### src/pkg/lvdc_pkg.sv
package lvdc_pkg;

    // register map (byte addresses on the plain register port)
    localparam logic [3:0] LVDC_ADDR_CTRL   = 4'h0;  // detect_control_byte
    localparam logic [3:0] LVDC_ADDR_LEVEL  = 4'h4;  // level_select_byte
    localparam logic [3:0] LVDC_ADDR_IRQ    = 4'h8;  // detect_irq_request, detect_irq_mask
    localparam logic [3:0] LVDC_ADDR_CAUSE  = 4'hC;  // reset_cause_reg
    localparam logic [3:0] LVDC_ADDR_STAT   = 4'h1;  // sticky event status, w1c
    localparam logic [3:0] LVDC_ADDR_MASK   = 4'h2;  // event mask

    // control byte fields
    localparam int LVDC_BIT_ON   = 7;
    localparam int LVDC_BIT_SEL  = 2;
    localparam int LVDC_BIT_MODE = 1;
    localparam int LVDC_BIT_FLAG = 0;
    // irq register fields
    localparam int LVDC_BIT_REQ  = 0;
    localparam int LVDC_BIT_MSK  = 1;
    // reset cause field
    localparam int LVDC_BIT_CAUSE = 0;
    // status / mask fields
    localparam int LVDC_EV_FALL  = 0;
    localparam int LVDC_EV_RISE  = 1;
    localparam int LVDC_EV_RST   = 2;

    // reset values
    localparam logic [7:0] LVDC_CTRL_RST  = 8'h00;
    localparam logic [3:0] LVDC_LEVEL_RST = 4'h0;
    localparam logic [2:0] LVDC_STAT_RST  = 3'h0;
    localparam logic [2:0] LVDC_MASK_RST  = 3'h0;

    // timing: comparator stabilization, software waits this long
    localparam int LVDC_CLK_HZ      = 20_000_000;
    localparam int LVDC_STAB_US     = 10;
    localparam int LVDC_STAB_CYC    = (LVDC_STAB_US * LVDC_CLK_HZ) / 1_000_000;

    // control fields carried together
    typedef struct packed {
        logic on;
        logic sel;
        logic mode;
    } lvdc_ctrl_type;

endpackage
### src/hdl/lvdc_core.sv
`timescale 1ns/1ps
// Overview of operation
// - setting reset mode while voltage is good raises no reset
// - every reset, detector reset included, sets the irq mask
// - clearing enable while voltage is low in irq mode raises the irq request
// - a detector reset is recorded in reset cause bit 0
// - crossings set no fall/rise flag and no request while in reset mode
// - reset mode holds reset while low, releases when good
// - irq mode raises irq on both falling and rising crossings
// - read-only flag bit 0 shows synchronised comparator state while enabled, zero when off
// - other resets clear control byte; detector reset keeps it
module lvdc_core
    import lvdc_pkg::*;
(
    // clock and reset
    input  wire logic       i_clk,
    input  wire logic       i_rst_n,
    // chip reset other than ours, active low, synchronous
    input  wire logic       i_other_rst_n,
    // analog comparator: high while monitored voltage is below threshold
    input  wire logic       i_below_async,
    // register port
    input  wire logic [3:0] i_addr,
    input  wire logic [7:0] i_wdata,
    input  wire logic       i_wr,
    input  wire logic       i_rd,
    output logic      [7:0] o_rdata,
    // to analog and system
    output logic      [3:0] o_level_code,
    output logic            o_source_select,
    output logic            o_detector_on,
    output logic            o_internal_reset,
    output logic            o_detect_irq,
    output logic            o_event_irq
);

    ////////////////////////////////////////////////////////////////////////////
    // synchroniser; first stage feeds only the second
    logic sync1_r, sync2_r, below_r;

    always_ff @(posedge i_clk) begin
        if (!i_rst_n) begin
            sync1_r <= 1'b0;
            sync2_r <= 1'b0;
            below_r <= 1'b0;
        end else begin
            sync1_r <= i_below_async;
            sync2_r <= sync1_r;
            below_r <= sync2_r;        // previous value for edges
        end
    end

    ////////////////////////////////////////////////////////////////////////////
    // register state
    lvdc_ctrl_type ctrl_r, ctrl_nxt;
    logic [3:0] level_r, level_nxt;
    logic       req_r, req_nxt;
    logic       msk_r, msk_nxt;
    logic       cause_r, cause_nxt;
    logic [2:0] stat_r, stat_nxt;
    logic [2:0] emask_r, emask_nxt;
    logic [7:0] rdata_r, rdata_nxt;
    logic       lvrst_r, lvrst_nxt;

    logic below, fall_ev, rise_ev, off_low, wr_ctrl;
    logic [7:0] ctrl_byte;

    assign below   = ctrl_r.on & sync2_r;  // flag reads zero while disabled
    assign fall_ev = ctrl_r.on & ~ctrl_r.mode & sync2_r & ~below_r;
    assign rise_ev = ctrl_r.on & ~ctrl_r.mode & ~sync2_r & below_r;
    assign wr_ctrl = i_wr && (i_addr == LVDC_ADDR_CTRL);
    // turning off while low in irq mode gives a request
    assign off_low = wr_ctrl & ctrl_r.on & ~ctrl_r.mode & sync2_r
                     & ~i_wdata[LVDC_BIT_ON];

    always_comb begin
        ctrl_byte = 8'h00;
        ctrl_byte[LVDC_BIT_ON]   = ctrl_r.on;
        ctrl_byte[LVDC_BIT_SEL]  = ctrl_r.sel;
        ctrl_byte[LVDC_BIT_MODE] = ctrl_r.mode;
        ctrl_byte[LVDC_BIT_FLAG] = below;
    end

    // next-state for all registers
    always_comb begin
        ctrl_nxt  = ctrl_r;
        level_nxt = level_r;
        req_nxt   = req_r;
        msk_nxt   = msk_r;
        cause_nxt = cause_r;
        emask_nxt = emask_r;
        stat_nxt  = stat_r;
        rdata_nxt = 8'h00;
        // reset request only while enabled, reset mode and low; none if good
        lvrst_nxt = ctrl_r.on & ctrl_r.mode & sync2_r;
        if (wr_ctrl) begin
            ctrl_nxt.on   = i_wdata[LVDC_BIT_ON];
            ctrl_nxt.sel  = i_wdata[LVDC_BIT_SEL];
            ctrl_nxt.mode = i_wdata[LVDC_BIT_MODE];
        end
        if (i_wr && i_addr == LVDC_ADDR_LEVEL) begin
            level_nxt = i_wdata[3:0];
        end
        if (i_wr && i_addr == LVDC_ADDR_IRQ) begin
            req_nxt = i_wdata[LVDC_BIT_REQ];
            msk_nxt = i_wdata[LVDC_BIT_MSK];
        end
        if (i_wr && i_addr == LVDC_ADDR_CAUSE) begin
            cause_nxt = cause_r & ~i_wdata[LVDC_BIT_CAUSE];
        end
        if (i_wr && i_addr == LVDC_ADDR_MASK) begin
            emask_nxt = i_wdata[2:0];
        end
        if (i_wr && i_addr == LVDC_ADDR_STAT) begin
            stat_nxt = stat_r & ~i_wdata[2:0];
        end
        // hardware sets win over software clears
        if (fall_ev || rise_ev || off_low) begin
            req_nxt = 1'b1;
        end
        stat_nxt[LVDC_EV_FALL] = stat_nxt[LVDC_EV_FALL] | fall_ev | off_low;
        stat_nxt[LVDC_EV_RISE] = stat_nxt[LVDC_EV_RISE] | rise_ev;
        stat_nxt[LVDC_EV_RST]  = stat_nxt[LVDC_EV_RST] | (lvrst_nxt & ~lvrst_r);
        // our own reset: mask set, cause recorded, control kept
        if (lvrst_r) begin
            msk_nxt   = 1'b1;
            cause_nxt = 1'b1;
        end
        if (i_rd) begin
            unique case (i_addr)
                LVDC_ADDR_CTRL:  rdata_nxt = ctrl_byte;
                LVDC_ADDR_LEVEL: rdata_nxt = {4'h0, level_r};
                LVDC_ADDR_IRQ:   rdata_nxt = {6'h00, msk_r, req_r};
                LVDC_ADDR_CAUSE: rdata_nxt = {7'h00, cause_r};
                LVDC_ADDR_STAT:  rdata_nxt = {5'h00, stat_r};
                LVDC_ADDR_MASK:  rdata_nxt = {5'h00, emask_r};
                default:         rdata_nxt = 8'h00;  // unmapped reads zero
            endcase
        end
    end

    // registers; the other chip resets clear everything, mask goes to one
    always_ff @(posedge i_clk) begin
        if (!i_rst_n || !i_other_rst_n) begin
            ctrl_r  <= '0;
            level_r <= LVDC_LEVEL_RST;
            req_r   <= 1'b0;
            msk_r   <= 1'b1;
            cause_r <= 1'b0;
            stat_r  <= LVDC_STAT_RST;
            emask_r <= LVDC_MASK_RST;
            rdata_r <= 8'h00;
            lvrst_r <= 1'b0;
        end else begin
            ctrl_r  <= ctrl_nxt;
            level_r <= level_nxt;
            req_r   <= req_nxt;
            msk_r   <= msk_nxt;
            cause_r <= cause_nxt;
            stat_r  <= stat_nxt;
            emask_r <= emask_nxt;
            rdata_r <= rdata_nxt;
            lvrst_r <= lvrst_nxt;
        end
    end

    ////////////////////////////////////////////////////////////////////////////
    // outputs
    assign o_rdata          = rdata_r;
    assign o_level_code     = level_r;
    assign o_source_select  = ctrl_r.sel;
    assign o_detector_on    = ctrl_r.on;
    assign o_internal_reset = lvrst_r;
    assign o_detect_irq     = req_r & ~msk_r;        // mask gates delivery
    assign o_event_irq      = |(stat_r & emask_r);

    ////////////////////////////////////////////////////////////////////////////
    // checks
    reset_when_low_a: assert property (@(posedge i_clk)
        disable iff (!i_rst_n || !i_other_rst_n)
        (ctrl_r.on && ctrl_r.mode && sync2_r) |=> o_internal_reset)
        else $error("reset not raised while low in reset mode");
    no_reset_good_a: assert property (@(posedge i_clk)
        disable iff (!i_rst_n || !i_other_rst_n)
        !sync2_r |=> !o_internal_reset)
        else $error("reset raised while voltage good");
    mask_on_reset_a: assert property (@(posedge i_clk)
        disable iff (!i_rst_n || !i_other_rst_n)
        o_internal_reset |=> msk_r)
        else $error("mask not set by detector reset");
    cause_record_a: assert property (@(posedge i_clk)
        disable iff (!i_rst_n || !i_other_rst_n)
        o_internal_reset |=> cause_r)
        else $error("reset cause not recorded");
    ctrl_kept_a: assert property (@(posedge i_clk)
        disable iff (!i_rst_n || !i_other_rst_n)
        (o_internal_reset && !i_wr) |=> $stable(ctrl_r))
        else $error("control changed by detector reset");
    edge_req_a: assert property (@(posedge i_clk)
        disable iff (!i_rst_n || !i_other_rst_n)
        (fall_ev || rise_ev) |=> req_r)
        else $error("crossing did not set request");
    off_low_req_a: assert property (@(posedge i_clk)
        disable iff (!i_rst_n || !i_other_rst_n)
        off_low |=> (req_r && !ctrl_r.on))
        else $error("off while low gave no request");
    // flag is traced back to the pin itself: three stages from pin to read data
    flag_follow_a: assert property (@(posedge i_clk)
        disable iff (!i_rst_n || !i_other_rst_n)
        (i_rd && i_addr == LVDC_ADDR_CTRL)
        |=> (o_rdata[LVDC_BIT_FLAG] == ($past(ctrl_r.on) && $past(i_below_async, 3))))
        else $error("flag read does not match comparator");
    sync_two_a: assert property (@(posedge i_clk)
        disable iff (!i_rst_n || !i_other_rst_n)
        ##2 (sync2_r == $past(i_below_async, 2)))
        else $error("comparator not passed through two stages");

endmodule

### config.mk
export PLATFORM = sky130hd
export DESIGN_NAME = lvdc_core
export DESIGN_NICKNAME = d
export VERILOG_FILES = /design/src/pkg/lvdc_pkg.sv /design/src/hdl/lvdc_core.sv
export SDC_FILE = /design/constraint.sdc
export NUM_CORES = 1
export LEC_CHECK = 0
export BUFFER_PORTS_ARGS = -buffer_cell sky130_fd_sc_hd__buf_2
export CORE_MARGIN = 3
export CORE_UTILIZATION = 45
export DETAILED_ROUTE_END_ITERATION = 10
export HOLD_SLACK_MARGIN = 0.1
export PLACE_DENSITY = 0.76
export SLEW_MARGIN = 10
export SYNTH_ARGS = -nofsm -noshare
export SYNTH_HDL_FRONTEND = slang
export SYNTH_SLANG_ARGS = --single-unit
### constraint.sdc
create_clock -name i_clk -period 1.4 [get_ports i_clk]
set_input_delay 0 -clock i_clk [delete_from_list [all_inputs] [get_ports i_clk]]
set_output_delay 0 -clock i_clk [all_outputs]
set_load 0.03 [all_outputs]
-- Word level (Yosys, flattened, before mapping)
Cells that the tools add are included.
- mux-type cells: 6
- reductions and logical operators: 17
- eq/ne operators: 5
- bitwise operators: 30
- operators by type and width (kind ; count):
    $pmux 8 s6 ; 1
    $and 1x1->1 ; 15
    $eq 4x4->1 const B ; 2
    $not 1->1 ; 8
    $and 3x3->3 ; 2
    $logic_and 1x1->1 ; 6
    $eq 4x1->1 const B ; 1
    $eq 4x2->1 const B ; 1
    $eq 4x3->1 const B ; 1
    $logic_not 4->1 ; 1
    $mux 1 ; 4
    $or 1x1->1 ; 4
    $reduce_bool 2->1 ; 2
    $reduce_or 2->1 ; 2
    $logic_or 1x1->1 ; 3
    $mux 3 ; 1
    $not 3->3 ; 1
    $reduce_or 3->1 ; 1
    $logic_not 1->1 ; 2
- logic and storage cells: 72
- bits in registers: 28
- output and inout bits: 17
- input bits: 18

-- Longest topological paths before layout
Gate-level depths: netlist (run 1).
- word-level depth: 8
- depth in mapped cells: 5
- mapped depth without buffers: 4

-- Worst setup path after synthesis (run 1)
Ideal clock, no wire load.
- path kind: reg-to-reg
- from: register ctrl_r (netlist bit o_detector_on)
- to: register req_r
- clock period less this slack: 1200 ps
- data required time: 1326 ps
- arrival: 1126 ps
- stages on the path, launching flop included: 3
- setup slack: 200 ps
- path buffers: 0
- library setup time: 74 ps
- cell sequence: dfxtp_1 or4bb_1 a31oi_1
- longest elaborated chain between the ends: 6
- elaborated cells between the ends (all ways): 13
- those cells by class: mux: 1; bitwise: 9; reduce/logical: 3
- RTL lines (element ; RTL line ; source):
    from (decl) ; lvdc_core.sv:55 ; lvdc_ctrl_type ctrl_r, ctrl_nxt;
    from (signal assigned) ; lvdc_core.sv:155 ; ctrl_r <= ctrl_nxt;
    $and 1x1->1, on equally long branches (3 in a row) ; lvdc_core.sv:73, lvdc_core.sv:69, lvdc_core.sv:70 ;
    $and 1x1->1 / $logic_or 1x1->1 (equally long branches) ; lvdc_core.sv:74, lvdc_core.sv:118 ;
    $logic_or 1x1->1 (*) ; lvdc_core.sv:118 ; if (fall_ev || rise_ev || off_low) begin
    $mux 1 / $reduce_bool 2->1 (equally long branches) ; - ;
    to (signal assigned) ; lvdc_core.sv:157 ; req_r <= req_nxt;
    to (decl) ; lvdc_core.sv:57 ; logic req_r, req_nxt;
Mark *: on every way between the ends. The rest lies on a longest branch, timed or not.
A chain may end at the register's enable or synchronous reset.

-- Worst setup path after layout (run 1)
- from: input port i_wdata[2]
- to: register stat_r[2]
- longest elaborated chain between the ends: 4
- RTL lines (element ; RTL line ; source):
    from (decl) ; lvdc_core.sv:24 ; input wire logic [7:0] i_wdata,
    $not 3->3 ; lvdc_core.sv:115 ; stat_nxt = stat_r & ~i_wdata[2:0];
    $and 3x3->3 ; lvdc_core.sv:115 ;
    $mux 3 ; lvdc_core.sv:114 ; if (i_wr && i_addr == LVDC_ADDR_STAT) begin
    $or 1x1->1 ; lvdc_core.sv:123 ; stat_nxt[LVDC_EV_RST] = stat_nxt[LVDC_EV_RST] | (lvrst_nxt & ~lvrst_r);
    to (signal assigned) ; lvdc_core.sv:160 ; stat_r <= stat_nxt;
    to (decl) ; lvdc_core.sv:60 ; logic [2:0] stat_r, stat_nxt;
Every way passes these cells.

==> run summary, run 1 <==
Internal power comes to 891.8 uW. The number of gates resized after CTS was 0. The final route contains 1,121 vias.

The run gives 1610 ps as the data required time of the worst path. The violation count after the first detailed-route iteration was 40. The largest single stage delay on the critical path is 580 ps.

The via count of the first global-routing pass was 1,084; the fraction of final layout cells sized beyond drive strength 1 was 0.2184. The mean instance size in the synthesized netlist works out to 8.845 um2. The area of the mapped netlist came out at 0.001150 mm2.

The top cell types in the final layout, fill and taps aside, are buf_2 (28), dfxtp_1 (25), dlygate4sd3_1 (17). TritonCTS built the clock tree. Row count: 17. The logs give 0 for the initial antenna violation count and 2877 um for the routed wire length. Using the TritonRoute via totals, the vias-per-cell ratio works out to 5.550. The library cell used most frequently in the layout, excluding fill and tap cells, is buf_2. Measured along the y axis, the die boundary spans 56.55 um. Input and output buffers added on the ports amount to 28. The clock share of power came out at 0.272.

The critical path goes through dlygate4sd3_1 -> buf_2 -> inv_1 -> o2111ai_1 -> dlygate4sd3_1 -> o31ai_1. Number of H-tree branching levels: 1. The area share of the largest cell type after synthesis is 0.4353, and the remaining number of nets flagged by the antenna check after routing is 0. Dividing total power by cell area gives a power density of 798.3 mW/mm2. The tools report the global-route usage over all layers as 0.1876. After clock tree synthesis, the clock-pin slew on the worst setup and hold paths is 130 ps.

The tools report the first-pass detailed-route iteration total as 4. The sequential share of power is 0.605. Across the routed clock network, the largest skew measured is 3.924 ps.

Switching power share of the total: 0.2504. Quantity of hold-fixing buffers added after cts: 17. The tightest min-delay check is of the input pin to flip-flop type. The run gives 746.1 MHz as the top achievable clock speed. The flow ran to the end, and the final reports show no timing, DRC or antenna violations.

The total setup violations reported at the end of the flow came out at 0. The die outline width is 56.55 um, and the routed length per instance is 14.24 um. Relative slew slack: 0.6125. The root buffer cell chosen for the clock tree is clkbuf_4. In this run the worst path has a maximum fanout of 4.

Across all hold checks on the routed design, the worst slack comes to 106.7 ps. The worst-case IR drop observed on VDD is 590.3 uV. Entering global routing, the biggest net connects 18 pins. The final worst-path cycle share was 0.9574. The post-CTS setup buffer count is 0, and the final-report max-slew violation count is 0.

Sink count of the clock tree: 25. The first global-routing pass estimated 4761 um of wire. The tools report the starting density of the core as 0.4960.

The clock period minus worst slack is 1340 ps. The run gives 0 as the hold violation total from the final report. The number of inserted diodes is 0, and the static leakage is 0.0006199 uW. The floorplan step defined a die boundary enclosing 0.003198 mm2.

The tool flagged a number of max-cap violations equal to 0. Count of different cell masters after synthesis: 32. In the post-synthesis netlist, the biggest area contributors are dfxtp_1 (44%), a21oi_1 (6.1%), mux2i_1 (6.1%). The global-route congestion overflow total was 0. For the maximum clock path buffer count, the log shows 2. Total power: 1190 uW.

At the later pin of the worst-skew pair, clock insertion delay measures 320 ps. The worst path arrival time is 1550 ps, and the DRC violation count after routing is 0. The run gives 297.8 uW as the net load switching power. The routability-driven placement congestion ratio is 0.8318, and the number of CTS-inserted buffers is 3. The transition at the pin with the smallest max-transition slack came out at 579.8 ps. The part of the total power dissipated in combinational logic came out at 0.123. The number of synthesized flops with an enable pin was 0.

The dominant register cell in the synthesized netlist is dfxtp_1. Adding up every negative setup slack in the final design gives 0 ps. The cell count after synthesis was 130; the number of fill cells was 202.

The slowest cell on the critical path is dlygate4sd3_1. The run gives 2059 um as the half-perimeter wire length after placement. The leading area contributor after synthesis is dfxtp_1.

The fraction of registers with async set or reset after synthesis came out at 0. Setup repair after global routing left no endpoint under its margin. The run gives 0 as the count of synthesis-stage warnings from yosys.

The count of pins on the block boundary is 35. The area growth from synthesis to layout is 29.60%. The net count of the finished layout was 193. Among the stages of the critical path, the cell type that occurs most often is dlygate4sd3_1. In this run, synthesis produced a sequential element count of 25.

The run gives 0.4353 as the sequential cell area fraction in the yosys report. STA classifies the critical path endpoint as a flip-flop. The floorplan step defined a core boundary enclosing 0.002318 mm2. Utilization after layout: 0.6427. The critical path in this run is classified as input pin to flip-flop. The startpoint kind of the worst setup timing path was an input pin.
logic make-up (layout without fill, tap and decap cells):
group                  count (synthesis)  after routing  share of synthesized area
flip-flops                            25             25                     0.4353
multiplexers                           8              8                    0.07073
other                                  1              3                   0.003261
AO/OA/AOI/OAI                         28             28                     0.1458
AND/OR/NAND/NOR                       56             56                     0.2916
buffers and inverters                 12             54                    0.05331
final cells by class:
cell class | instances | area (um2) | area share
Clock buffer | 4 | 26.28 | 0.01763
Timing Repair Buffer | 46 | 317.8 | 0.2133
Sequential cell | 25 | 500.5 | 0.3359
Inverter | 4 | 15.01 | 0.01008
Multi-Input combinational cell | 95 | 595.6 | 0.3997
Tap cell | 28 | 35.03 | 0.02351
flip-flops by register name, summed over array words and instances, names as in the netlist, 3 cells and up:
signal / count
o_rdata: 5
o_level_code: 4
stat_r: 3
emask_r: 3
routing by layer:
layer	up-vias	global-route usage	wire length [um]
met2	49	0.3185	1366
met1	521	0.2316	1221
met3	7	0.02759	221
met4	0	0.08475	68
li1	544	-	-
met5	-	0	0
worst max-delay path, delay by kind of cell:
kind / cells / cell delay, ps
AOI/OAI and AO/OA: 2 / 240
buffers and inverters: 4 / 1300
synthesized netlist by cell type, drive strengths merged, types with 2 or more instances:
cell type,number
a211oi,2
nand3b,6
nand3,10
a21oi,14
and2,3
nand2,15
mux2i,7
inv,4
o31ai,2
buf,7
nor2,9
dfxtp,25
o21ai,5
a211o,2
and3,5
through the flow:
step                      area (um2)  cells  worst slack [ps]
after global routing            1490    202             10.78
after CTS                       1490    202             96.10
after global placement          1294    181             223.4
after floorplan                 1157    132             199.6
final                           1490    202             59.63
after detailed placement        1294    181             230.8
path summary, 6_finish.rpt:
| check | startpoint | to | slack (ps) | cells after the start |
|---|---|---|---|---|
| setup reg to reg | stat_r[2]$_SDFF_PP0_ | stat_r[2]$_SDFF_PP0_ | 180 | 3 |
| hold reg to reg | sync1_r$_SDFF_PN0_ | sync2_r$_SDFF_PN0_ | 450 | 1 |
| hold / removal | i_addr[2] | cause_r$_SDFFE_PP0P_ | 110 | 4 |
| setup / recovery | i_wdata[2] | stat_r[2]$_SDFF_PP0_ | 60 | 6 |
power groups by stage:
stage | registers (uW) | logic, uW | clock network (uW)
after floorplan | 737 | 75.0 | 0
after global placement | 735 | 113 | 0
after detailed placement | 736 | 115 | 0
after CTS | 720 | 145 | 327
after global routing | 721 | 158 | 360
final | 720 | 146 | 323
No activity file was read; power rests on OpenSTA's default activity.
==> run 2: changes to the inputs <==
--- a/config.mk
+++ b/config.mk
@@ -10,7 +10,8 @@
 export CORE_UTILIZATION = 45
 export DETAILED_ROUTE_END_ITERATION = 10
 export HOLD_SLACK_MARGIN = 0.1
-export PLACE_DENSITY = 0.76
+export PLACE_DENSITY_LB_ADDON = 0.3
+export SKIP_LAST_GASP = 1
 export SLEW_MARGIN = 10
 export SYNTH_ARGS = -nofsm -noshare
 export SYNTH_HDL_FRONTEND = slang
==> run 2 against run 1 <==
Total power decreased by 0.11%. Die area unchanged. Count of clock-buffer cells in the layout unchanged. Critical endpoint is now req_r$_SDFFE_PP0P_. Highest routed layer unchanged.
==> run summary, run 2 (synthesis gave the netlist of run 1 again) <==
The run finished with clean final reports. The critical path is of the input pin to flip-flop type. The routed length per instance is 13.17 um (-7.5%). The DRC violation count after routing came out at 0 (unchanged). The detail-routed via count per cell is 5.308 (-4.3%). The tools report the row count as 17 (unchanged).

The utilization after layout came out at 0.6373 (-0.005397). For the die area, the log shows 0.003198 mm2 (unchanged). The routability-driven placement congestion ratio is 0.8050 (-3.2%), and the final-report max-slew violation count is 0 (unchanged). The tools report the worst clock skew as 0.7509 ps (-3.173 ps). The power density normalized to cell area works out to 804.2 mW/mm2 (+0.73%). For the sink count of the clock tree, the log shows 25 (unchanged).

Maximum number of pins on one net before global-route repair: 18 (unchanged). The initial antenna violation count was 0 (unchanged). The run gives 0 ps (unchanged) as the setup TNS after final layout. The tools report the top achievable clock speed as 782.1 MHz (+4.8%).

The count of pins on the block boundary is 35 (unchanged), and the y dimension of the die is 56.55 um (unchanged). For the number of max-cap violations, the log shows 0 (unchanged). The number of inserted diodes came out at 0 (unchanged). Setup repair after global routing could not meet its margin everywhere. The first-pass detailed-route iteration total was 4 (unchanged); the relative slew slack was 0.6314 (+0.01893). The fraction of final layout cells sized beyond drive strength 1 is 0.2254 (+0.007043), and the number of gates resized after CTS is 0 (unchanged).

The transition at the pin with the smallest max-transition slack is 551.5 ps (-28.32 ps), and the global-route wire length before repair is 4485 um (-5.8%). The area of all placed cells without fillers was 0.001478 mm2 (-0.84%). TritonCTS built the clock tree. For the number of CTS-inserted buffers, the log shows 3 (unchanged). The routed wire length is 2648 um (-8.0%). The tools report the startpoint kind of the worst setup timing path as an input pin. The logs give 25 (-38%) for the violation count after the first detailed-route iteration and 1908 um (-7.3%) for the half-perimeter wire length after placement. The number of fill cells came out at 207 (+2.5%). The clock latency on the worst-skew pair is 320 ps (about the same). The data required time of the worst path is 1650 ps (+40 ps), and the clock period minus worst slack is 1279 ps (-61.71 ps). The logs give 0 (unchanged) for the post-CTS setup buffer count and 0.001301 mm2 (+0.58%) for the post-detailed-placement cell area. The remaining number of nets flagged by the antenna check after routing was 0 (unchanged); the global-route congestion overflow total was 0 (unchanged). The run gives 705.4 uV (+20%) as the largest vdd supply drop. The clock root buffer is clkbuf_4.

The maximum net fanout on the critical path was 8 (+4); the global-route usage over all layers was 0.1782 (-0.009387). The final worst-path cycle share was 0.9133 (-0.04408); the flip-flop count of the largest register, all copies and words added was 5 (unchanged). The hold violation total from the final report is 0 (unchanged), and the area of the multi-input gates is 595.6 um2 (unchanged). The net count of the finished layout came out at 192 (-0.52%). STA classifies the critical path endpoint as a flip-flop.

The die outline width was 56.55 um (unchanged). In the layout the commonest cells are buf_2 (28), dfxtp_1 (25), nand2_1 (15), dlygate4sd3_1 (15), a21oi_1 (14). Relative to the synthesized area, the layout overhead comes to 28.51%. The total power is 1188 uW (-0.11%). Type of the worst min-delay path: input pin to flip-flop. The area occupied by registers came out at 500.5 um2 (unchanged). Maximum clock path buffer count: 2 (unchanged). The total vias in the final route was 1,067 (-4.8%); the via count of the first global-routing pass was 994 (-8.3%).

The starting density of the core was 0.4960 (unchanged); the number of H-tree branching levels was 1 (unchanged). The CTS clock-pin slew for the worst setup and hold paths works out to 130 ps (about the same). The library cell used most frequently in the layout, excluding fill and tap cells, is buf_2. The total of buffers placed on input and output ports came out at 28 (unchanged). The logs give 0.0006224 uW (+0.41%) for the static leakage and 1530 ps (-20 ps) for the worst path arrival time. The total setup violations reported at the end of the flow is 0 (unchanged), and the post-route non-filler standard cell count is 201 (-0.50%). Core area: 0.002318 mm2 (unchanged). For the number of placed instances with taps included, the log shows 182 (+0.55%).
==> run 2: path summary, 6_finish.rpt <==
check                        from  depth (start not counted)  slack [ps]               endpoint
max reg2reg  stat_r[1]$_SDFF_PP0_                          4         240  o_rdata[1]$_SDFF_PP0_
min                          i_rd                          3         150  o_rdata[3]$_SDFF_PP0_
min reg2reg    sync1_r$_SDFF_PN0_                          1         460     sync2_r$_SDFF_PN0_
max                          i_wr                          6         120     req_r$_SDFFE_PP0P_
==> run 2: repair_timing <==
item                                   4_1_cts  5_1_grt
hold buffers                                15        0
endpoints found under the hold margin       19        0
setup endpoints to repair                    0        2
==> run 2: worst max-delay path, cell delays in order <==
cell           delay (ps)
dlygate4sd3_1         520
buf_2                 170
nor3b_4               270
nand3b_1              110
a211o_1               330
a31oi_1               130
==> run 2: report_power, final <==
group / total (uW) / internal [uW] / switching, uW
sequential: 720 / 717 / 3.01
combinational: 145 / 64.1 / 81.3
clock: 323 / 112 / 212
total: 1190 / 892 / 296
==> run 2: through the flow <==
stage | setup WS, ps | hold slack (ps)
3_3_place_gp | 242.3 | 210.7
6_report | 121.3 | 147.7
5_1_grt | -6.505 | 151.9
2_1_floorplan | 199.6 | 120.2
3_5_place_dp | 230.2 | 214.1
4_1_cts | 138.3 | 128.9
==> run 2: final cells by class <==
cell class / instances / area share
sequential: 25 / 0.3387
timing repair buffer: 45 / 0.2066
inverter: 4 / 0.01016
tap: 28 / 0.02371
multi-input combinational: 95 / 0.4030
clock buffer: 4 / 0.01778
==> run 2: layer usage <==
metal  share of wire  up-vias  global-route usage
li1                -      544                   -
met1            0.45      492              0.2303
met2            0.48       26              0.2888
met3           0.048        5             0.02759
met4           0.019        0             0.08136
met5               0        -                   0
